==> config.mk <==
export PLATFORM = sky130hd
export DESIGN_NAME = amp_reset_defaults_ctrl
export DESIGN_NICKNAME = d
export VERILOG_FILES = /design/src/shared/ampr_pkg.sv /design/src/design/ampr_sync.sv /design/src/design/amp_reset_defaults_ctrl.sv
export VERILOG_INCLUDE_DIRS = /design/src /design/src/shared
export SDC_FILE = /design/constraint.sdc
export NUM_CORES = 1
export LEC_CHECK = 0
export BUFFER_PORTS_ARGS = -buffer_cell sky130_fd_sc_hd__buf_4
export CORE_MARGIN = 2
export CORE_UTILIZATION = 35
export CTS_CLUSTER_SIZE = 16
export DETAILED_ROUTE_END_ITERATION = 16
export HOLD_SLACK_MARGIN = 0.15
export PLACE_DENSITY = 0.52
export SLEW_MARGIN = 10
export SYNTH_ARGS = -nofsm -noshare
export SYNTH_HDL_FRONTEND = slang
export SYNTH_HIERARCHICAL = 1
export SYNTH_SLANG_ARGS = --single-unit
==> constraint.sdc <==
create_clock -name mclk -period 2.5 [get_ports mclk]
set_input_delay 0.125 -clock mclk [delete_from_list [all_inputs] [get_ports mclk]]
set_output_delay 0.125 -clock mclk [all_outputs]
set_load 0.02 [all_outputs]
==> src/shared/ampr_consts.svh <==
`ifndef AMPR_CONSTS_SVH
`define AMPR_CONSTS_SVH

// ----------------------------------------------------------------
// Timing
// ----------------------------------------------------------------
`define AMPR_CLK_HZ 10000000
`define AMPR_RST_HOLD_US 1000
`define AMPR_RST_HOLD_CYC ((`AMPR_RST_HOLD_US * (`AMPR_CLK_HZ / 1000000)))

// ----------------------------------------------------------------
// Reset values of the controlled settings
// ----------------------------------------------------------------
`define AMPR_SOFT_SHUTDOWN_RST 1'b1
`define AMPR_LIMITER_LOCK_RST 1'b0
`define AMPR_LIMITER_RST 3'h0

`endif

==> src/shared/ampr_pkg.sv <==
package ampr_pkg;

   typedef enum logic [1:0] {
      AMPR_HELD,
      AMPR_QUALIFY,
      AMPR_RUN
   } ampr_state_t;

   typedef struct packed {
      logic wrEn;
      logic softShutdown;
      logic limiterLock;
      logic lockReq;
      logic [2:0] limiter;
   } ampr_write_t;

   typedef struct packed {
      logic softShutdown;
      logic limiterLock;
      logic [2:0] limiter;
   } ampr_settings_t;

endpackage : ampr_pkg

==> src/design/ampr_sync.sv <==
`timescale 1ns/1ps

module ampr_sync (
   input wire logic mclk,
   input wire logic rst,
   input wire logic resetPin_n,
   output logic resetSync_n
);
   typedef struct packed {
      logic stage1;
      logic stage2;
   } ampr_sync_state_t;

   ampr_sync_state_t q;
   ampr_sync_state_t next_q;

   // ----------------------------------------------------------------
   // Two-stage synchroniser
   // ----------------------------------------------------------------
   always_comb begin
      next_q.stage1 = resetPin_n;
      next_q.stage2 = q.stage1;
   end

   // Both stages start low so the device counts as held until the pin is seen.
   always_ff @(posedge mclk or posedge rst) begin
      if (rst) begin
         q <= '0;
      end else begin
         q <= next_q;
      end
   end

   assign resetSync_n = q.stage2;
endmodule : ampr_sync

==> src/design/amp_reset_defaults_ctrl.sv <==
`timescale 1ns/1ps
`include "ampr_consts.svh"


module amp_reset_defaults_ctrl #(
   parameter int unsigned HOLD_CYCLES = `AMPR_RST_HOLD_CYC
) (
   input wire logic mclk,
   input wire logic rst,
   input wire logic resetPin_n,
   input ampr_pkg::ampr_write_t wrReq,
   output logic wrAccepted,
   output ampr_pkg::ampr_settings_t settings,
   output logic amplifiersOn,
   output logic inReset
);
   import ampr_pkg::*;

   localparam int CW = $clog2(HOLD_CYCLES + 1);

   typedef struct packed {
      ampr_state_t state;
      logic [CW-1:0] lowCount;
      ampr_settings_t cfg;
      logic amplifiersOn;
   } ampr_ctrl_state_t;

   ampr_ctrl_state_t q;
   ampr_ctrl_state_t next_q;
   logic resetSync_n;
   logic writeOk;

   // ----------------------------------------------------------------
   // Pin synchroniser
   // ----------------------------------------------------------------
   ampr_sync u_sync (
      .mclk(mclk),
      .rst(rst),
      .resetPin_n(resetPin_n),
      .resetSync_n(resetSync_n)
   );

   // Writes pass only in the run state; during a low pin they are dropped.
   assign writeOk = (q.state == AMPR_RUN) && resetSync_n && wrReq.wrEn;
   assign wrAccepted = writeOk;

   // ----------------------------------------------------------------
   // Control
   // ----------------------------------------------------------------
   always_comb begin
      next_q = q;
      case (q.state)
         AMPR_HELD: begin
            // A qualified reset: defaults are forced for as long as the pin stays low.
            next_q.cfg.softShutdown = `AMPR_SOFT_SHUTDOWN_RST;
            next_q.cfg.limiterLock = `AMPR_LIMITER_LOCK_RST;
            next_q.cfg.limiter = `AMPR_LIMITER_RST;
            next_q.lowCount = '0;
            if (resetSync_n) begin
               next_q.state = AMPR_RUN;
            end
         end
         AMPR_QUALIFY: begin
            // Glitches shorter than the hold time leave settings untouched, a
            // trade-off against reacting to noise on a long reset trace.
            if (!resetSync_n) begin
               if (q.lowCount >= CW'(HOLD_CYCLES - 1)) begin
                  next_q.state = AMPR_HELD;
               end else begin
                  next_q.lowCount = q.lowCount + CW'(1);
               end
            end else begin
               next_q.state = AMPR_RUN;
               next_q.lowCount = '0;
            end
         end
         AMPR_RUN: begin
            if (!resetSync_n) begin
               next_q.state = AMPR_QUALIFY;
               next_q.lowCount = CW'(1);
            end else if (writeOk) begin
               next_q.cfg.softShutdown = wrReq.softShutdown;
               if (wrReq.lockReq) begin
                  next_q.cfg.limiterLock = wrReq.limiterLock;
               end
               // Once locked, the limiter setting holds until a write with lockReq clears the lock, or the next reset.
               if (!q.cfg.limiterLock) begin
                  next_q.cfg.limiter = wrReq.limiter;
               end
            end
         end
         default: begin
            next_q.state = AMPR_HELD;
         end
      endcase
      // Amplifiers run only in the run state with soft shutdown cleared.
      next_q.amplifiersOn = (next_q.state == AMPR_RUN) && resetSync_n
                            && !next_q.cfg.softShutdown;
   end

   always_ff @(posedge mclk or posedge rst) begin
      if (rst) begin
         q.state <= AMPR_HELD;
         q.lowCount <= '0;
         q.cfg.softShutdown <= `AMPR_SOFT_SHUTDOWN_RST;
         q.cfg.limiterLock <= `AMPR_LIMITER_LOCK_RST;
         q.cfg.limiter <= `AMPR_LIMITER_RST;
         q.amplifiersOn <= 1'b0;
      end else begin
         q <= next_q;
      end
   end

   assign settings = q.cfg;
   assign amplifiersOn = q.amplifiersOn;
   assign inReset = (q.state == AMPR_HELD);
endmodule : amp_reset_defaults_ctrl

==> results of run 1 <==
[cells by family after synthesis]
| family | count (synthesis) |
|---|---|
| simple gates | 60 |
| compound gates | 33 |
| flops | 24 |
| buf+inv | 19 |
| xor+xnor | 5 |
| fa+ha+maj | 5 |
[final cells by class]
cell class / count / share of cell area (%)
sequential: 24 / 37.5
multi-input combinational: 103 / 39.3
clock buffer: 4 / 2.81
timing repair buffer: 27 / 14.1
tap: 48 / 3.75
inverter: 11 / 2.58
[layer usage]
metal | up-vias | routed length [um]
met3 | 4 | 118
met4 | 0 | 26
met5 | - | 0
met2 | 26 | 1330
met1 | 535 | 1210
li1 | 545 | -
[cells in the mapped netlist (all sizes together)]
cell    instances
dfrtp          23
and3            4
or2             1
and4            2
ha              5
buf             7
nor2b           1
xor2            4
nand3b          1
clkbuf          1
o41ai           1
nand2          16
xnor2           1
a21boi          1
a21oi           6
a311oi          1
inv            11
o22ai           1
nor4            1
or3             3
nand4           3
o31ai           3
a311o           1
dfstp           1
a31oi           2
nand3          12
o211ai          1
o21a            2
a21o            1
nor2           13
nand2b          2
o21ai          13
and2            1
[sequential cells by signal, indices dropped and copies added, names as in the netlist]
signal              flops
u_sync/resetSync_n      1
amplifiersOn            1
q                      16
settings                5
u_sync/next_q           1
[worst max-delay path, cell delays in order, from the launching register on]
cell and delay (ps):
dfrtp_1 420, inv_1 100, ha_1 310, a21oi_4 190
and4_1 310, nand4_1 170, or3_1 340, a21oi_1 140
[repair_timing]
item                                    CTS  global route
endpoints found under the setup margin    0             0
hold endpoints to repair                 29             0
hold buffers                              9             0
[power by group through the flow]
| stage | sequential [mW] | clock [mW] | combinational (mW) |
|---|---|---|---|
| 6_report | 0.483 | 0.229 | 0.469 |
| 4_1_cts | 0.483 | 0.242 | 0.475 |
| 3_3_place_gp | 0.488 | 0 | 0.457 |
| 3_5_place_dp | 0.492 | 0 | 0.464 |
| 5_1_grt | 0.494 | 0.263 | 0.534 |
| 2_1_floorplan | 0.480 | 0 | 0.361 |
[how the worst max path moves through the flow]
stage / startpoint / endpoint / slack (ps)
floorplan: q[20] / q[15] / 660
finish: q[20] / q[15] / 450
global placement: q[20] / q[15] / 580
CTS: q[20] / q[15] / 450
detailed placement: q[20] / q[15] / 450
global route: q[20] / q[17] / 200
[layout by cell type (no fill, tap or decap), types with 2 or more instances in the layout]
master and n:
dfrtp_1 23, buf_4 18, nand2_1 16, nor2_1 13, nand3_1 12, o21ai_0 12, inv_1 11, dlygate4sd3_1 9
a21oi_1 5, ha_1 5, xor2_1 4, nand4_1 3, or3_1 3, and3_1 3, clkbuf_8 3, a31oi_1 2
and4_1 2, o21a_1 2, nand2b_1 2, o31ai_1 2
[stage by stage]
| stage | hold slack, ps | setup WS (ps) |
|---|---|---|
| after floorplan | -134 | 665 |
| after global placement | -7.25 | 580 |
| after detailed placement | -6.42 | 453 |
| after CTS | 247 | 450 |
| after global routing | 276 | 203 |
| final | 246 | 453 |
==> metrics.md, run 1 <==
| Metric | Value |
|---|---|
| Main area contributors after synthesis | dfrtp_1 43%, ha_1 4.7%, nand3_1 4.5%, o21ai_0 4.5%, nand2_1 4.5% |
| Die width | 65.7 um |
| IO buf count | 17 |
| Syn nets | 161 |
| Max clock buf depth | 2 |
| Clock power frac | 19.4% |
| Largest family of logic cells by synthesized area | simple AND/OR/NAND/NOR gates |
| Routed len/inst | 12.4 um |
| Root Driver | clkbuf_8 |
| VDD IR max | 222 uV |
| Cell area after layout | 1600 um2 |
| Critical Path Start Type | flip-flop |
| Worst Hold Path Cells | 4 |
| RSZ-0062 raised after global routing | no |
| Worst EP required | 2690 ps |
| Drt first pass iters | 5 |
| Compound-Gate Fraction of Synth Area | 16.9% |
| Reg clk slew, reported paths | 80 ps |
| Ports | 18 |
| Post-Synthesis Mean Instance Area | 9.13 um2 |
| Layer with the highest usage | met2 |
| Share of cells above drive strength 1 | 16.6% |
| Via count | 1,110 |
| Worst min path class | primary input to flip-flop |
| CTS tree | built |
| Mapped Area | 1330 um2 |
| Met1 GRT Util | 17.1% |
| Endpoints failing setup | 0 |
| Core ar. | 3660 um2 |
| Synth Register Bits | 24 |
| Placed Cells | 204 |
| Initial Utilization | 36.4% |
| Worst Hold End | settings[4] |
| Total power | 1.18 mW |
| Slew Viols, Final | 0 |
| Antenna-violating nets left | 0 |
| Placement Cell Area | 1470 um2 |
| Net Sw Frac | 37.0% |
| Synth Area in XOR/XNOR | 3.29% |
| YS warnings | 6 |
| Post-Syn Instances | 146 |
| TritonCTS Buffers | 3 |
| Final Hold Vio Count | 0 |
| R2R Path End | q[15] |
| Min cycle time layout | 2050 ps |
| Reg area | 602 um2 |
| WP data arrival | 2240 ps |
| Met2 Use GR | 25.5% |
| Post-synthesis sequential area ratio | 45.2% |
| Area Growth Syn to Fin | 20.3% |
| R2R setup slack | 450 ps |
| First-pass GRT wire length | 4840 um |
| Largest net degree at the start of global routing | 23 |
| CP max FO | 7 |
| NetSw | 437 uW |
| R2R depth | 7 |
| M3 GR Usage | 2.91% |
| Clock latency on the worst-skew pair | 260 ps |
| # fillers | 361 |
| Setup TNS | 0 ps |
| Sequential fraction of design power | 40.9% |
| Number of gates resized after CTS | 0 |
| Nets | 185 |
| Cell taking the most area after synthesis | dfrtp_1 |
| Non-filler cells in the finished layout | 217 |
| Tcrit/Tclk final | 81.9% |
| Final Util | 43.8% |
| Min-delay src | wrReq[6] |
| # diodes | 0 |
| Die Area | 4320 um2 |
| RePlAce Congestion | 0.870 |
| Dpl hpwl | 1900 um |
| Post-synthesis mux area share | 0% |
| Multi-input gate area | 629 um2 |
| Max Clk Rate | 0.488 GHz |
| Synth cell types | 38 |
| DRT iter0 DRCs | 47 |
| Worst Clk Skew | 2.91 ps |
| Gr ovfl total | 0 |
| Via density | 5.12 |
| Simple logic cell fraction of the synthesized area | 22.3% |
| Actual slew at the worst max-slew pin | 867 ps |
| Max-slew headroom | 42.1% |
| P_int | 745 uW |
| Routed wire length | 2690 um |
| Max Cap Violations | 0 |
| Synth top area share | 43.2% |
| Number of global-route vias before repair | 1,121 |
| Post-CTS setup buffer count | 0 |
| Initial antenna violation count | 0 |
| FP Rows | 22 |
| Crit Path Class | flip-flop to flip-flop |
| H-tree Lvls | 1 |
| PD cells | 738 nW/um2 |
| Total clock sinks | 24 |
| Die Height | 65.7 um |
| Adder-Cell Fraction of Synth Area | 4.69% |
| Drt drc | 0 |
| Leakage Power | 0.722 nW |
| CP Capture Type | flip-flop |
| Status | finished clean |
| Worst R2R Start | q[20] |
| Tot GR Track Use | 14.6% |
| Logic pwr share | 39.7% |
Power figures use the tool's default switching activity.
==> run 2: changes to the inputs <==
--- a/config.mk
+++ b/config.mk
@@ -12,7 +12,7 @@
 export CTS_CLUSTER_SIZE = 16
 export DETAILED_ROUTE_END_ITERATION = 16
 export HOLD_SLACK_MARGIN = 0.15
-export PLACE_DENSITY = 0.52
+export PLACE_DENSITY = 0.54
 export SLEW_MARGIN = 10
 export SYNTH_ARGS = -nofsm -noshare
 export SYNTH_HDL_FRONTEND = slang
==> constraint.sdc (replaced) <==
create_clock -name mclk -period 1.7 [get_ports mclk]
set_input_delay 0.085 -clock mclk [delete_from_list [all_inputs] [get_ports mclk]]
set_output_delay 0.085 -clock mclk [all_outputs]
set_load 0.02 [all_outputs]
==> run 2 against run 1 <==
Effect of this change:
- the flow now finishes with violations (setup timing)
- highest routed layer unchanged
- sequential power grew 46%
- setup slack lost 540 ps
- combinational power is 100% higher
- cell count grew 10%
- largest cell class unchanged
- maximum frequency grew 14%
- die area unchanged
- non-clock buffer count is 22 higher
- clock skew hardly changed
- first-iteration DRC count down 15%
==> metrics.md, run 2 (synthesis gave the netlist of run 1 again) <==
| Metric | Value |
|---|---|
| Nets | 207 |
| Sequential fraction of design power | 32.5% |
| NetSw | 744 uW |
| Drt first pass iters | 4 |
| Logic pwr share | 44.1% |
| Max reg flops | 16 |
| Clock power frac | 23.4% |
| PD cells | 1140 nW/um2 |
| Actual slew at the worst max-slew pin | 360 ps |
| Worst min path class | primary input to flip-flop |
| Routed len/inst | 12.9 um |
| Worst Clk Skew | 2.91 ps |
| Final worst slack | -91.1 ps |
| Final Hold Vio Count | 0 |
| Worst R2R Start | q[21] |
| Max-slew headroom | 75.9% |
| CTS tree | built |
| Net Sw Frac | 34.3% |
| Endpoints failing setup | 2 |
| Slew Viols, Final | 0 |
| Routed wire length | 3080 um |
| M3 GR Usage | 2.57% |
| Status | finished, violations left |
| H-tree Lvls | 1 |
| RePlAce Congestion | 0.851 |
| Setup TNS | -168 ps |
| R2R Path End | q[17] |
| Min cycle time layout | 1790 ps |
| Clock latency on the worst-skew pair | 270 ps |
| Antenna-violating nets left | 0 |
| Die width | 65.7 um |
| Total clock sinks | 24 |
| Number of global-route vias before repair | 1,202 |
| Tot GR Track Use | 15.9% |
| Tcrit/Tclk final | 105% |
| Crit Path Class | flip-flop to flip-flop |
| Die Area | 4320 um2 |
| IO buf count | 17 |
| Max Cap Violations | 0 |
| Reg with most FFs | q |
| Met1 GRT Util | 20.9% |
| Gr ovfl total | 0 |
| Commonest non-fill, non-tap cell in the layout | buf_4 |
| Max clock buf depth | 2 |
| Dpl hpwl | 2110 um |
| CP max FO | 4 |
| Crit path launch | q[21] |
| R2R depth | 7 |
| Cell area after layout | 1900 um2 |
| FP Rows | 22 |
| VDD IR max | 608 uV |
| Critical Path Start Type | flip-flop |
| TritonCTS Buffers | 3 |
| Final Util | 51.8% |
| Core ar. | 3660 um2 |
| # diodes | 0 |
| Met2 Use GR | 25.8% |
| P_int | 1.43 mW |
| Failing checks | setup timing |
| Placement Cell Area | 1650 um2 |
| Max Clk Rate | 0.558 GHz |
| Initial Utilization | 36.4% |
| CP Capture Point | q[17] |
| # fillers | 326 |
| Commonest cells after routing, fill and taps aside | 38 x buf_4, 22 x dfrtp_1, 16 x nand2_1 |
| First-pass GRT wire length | 5270 um |
| Root Driver | clkbuf_8 |
| Largest net degree at the start of global routing | 23 |
| DRT iter0 DRCs | 40 |
| WP data arrival | 2000 ps |
| Ports | 18 |
| CP Capture Type | flip-flop |
| Leakage Power | 0.858 nW |
| Via density | 4.96 |
| Via count | 1,185 |
| Share of cells above drive strength 1 | 36.6% |
| Reg clk slew, reported paths | 90 ps |
| Layer with the highest usage | met2 |
| R2R setup slack | -90 ps |
| Area Growth Syn to Fin | 42.4% |
| Worst EP required | 1910 ps |
| RSZ-0062 raised after global routing | yes |
| Drt drc | 0 |
| Initial antenna violation count | 0 |
| Worst Hold Path Cells | 4 |
| Total power | 2.17 mW |
| Die Height | 65.7 um |
run 2: cell types whose count changed in the layout (fill, tap and decap cells not counted), sizes merged:
cell         before  now
buf              18   41
dlygate4sd3       9    8
bufinv            0    1
clkbuf            4    3
run 2: final cells by class:
type	count	area [um2]	share of cell area, %
clock inverter	1	30.0	1.58
clock buffer	3	41.3	2.18
tap	48	60.1	3.16
timing repair buffer	49	399	21.0
sequential	24	603	31.8
multi-input combinational	103	723	38.1
inverter	11	41.3	2.18
run 2: metrics by stage:
step	instances	worst slack, ps	hold WS, ps
CTS	239	-16.3	190
global placement	225	-5.69	-50.6
global route	239	-189	212
floorplan	146	-32.2	-174
finish	239	-91.1	196
detailed placement	225	-84.5	-45.6
run 2: power groups by stage:
| stage | clock, mW | sequential, mW | combinational [mW] |
|---|---|---|---|
| 3_3_place_gp | 0 | 0.708 | 0.834 |
| 2_1_floorplan | 0 | 0.713 | 0.553 |
| 4_1_cts | 0.516 | 0.703 | 0.891 |
| 3_5_place_dp | 0 | 0.714 | 0.846 |
| 5_1_grt | 0.549 | 0.716 | 1.05 |
| 6_report | 0.508 | 0.705 | 0.956 |
run 2: worst min-delay path by stage:
stage,from,to,slack [ps]
floorplan,rst,u_sync/next_q[0],-170
global placement,rst,u_sync/next_q[0],-50
detailed placement,rst,u_sync/next_q[0],-50
CTS,wrReq[6],settings[4],190
global route,wrReq[6],settings[4],210
finish,wrReq[6],settings[4],200
run 2: timing repair:
item | CTS | global route
buffers inserted | 2 | 1
cloned | 0 | 0
pin swaps | 4 | 9
setup endpoints to repair | 7 | 15
endpoints found under the hold margin | 31 | 0
gates resized for setup | 3 | 17
hold buffers | 8 | 0
run 2: worst max-delay path, cell delays in order (launching register included):
cell     delay [ps]
dfrtp_1         430
buf_6           140
ha_4            150
a21oi_4         120
and4_4          240
nand4_1         140
or3_1           370
a21oi_2         130
run 2: metal layers:
metal / share of wire [%] / wire, um
met5: 0 / 0
met4: 1.5 / 45
met3: 2.5 / 76
met2: 49 / 1500
met1: 47 / 1460
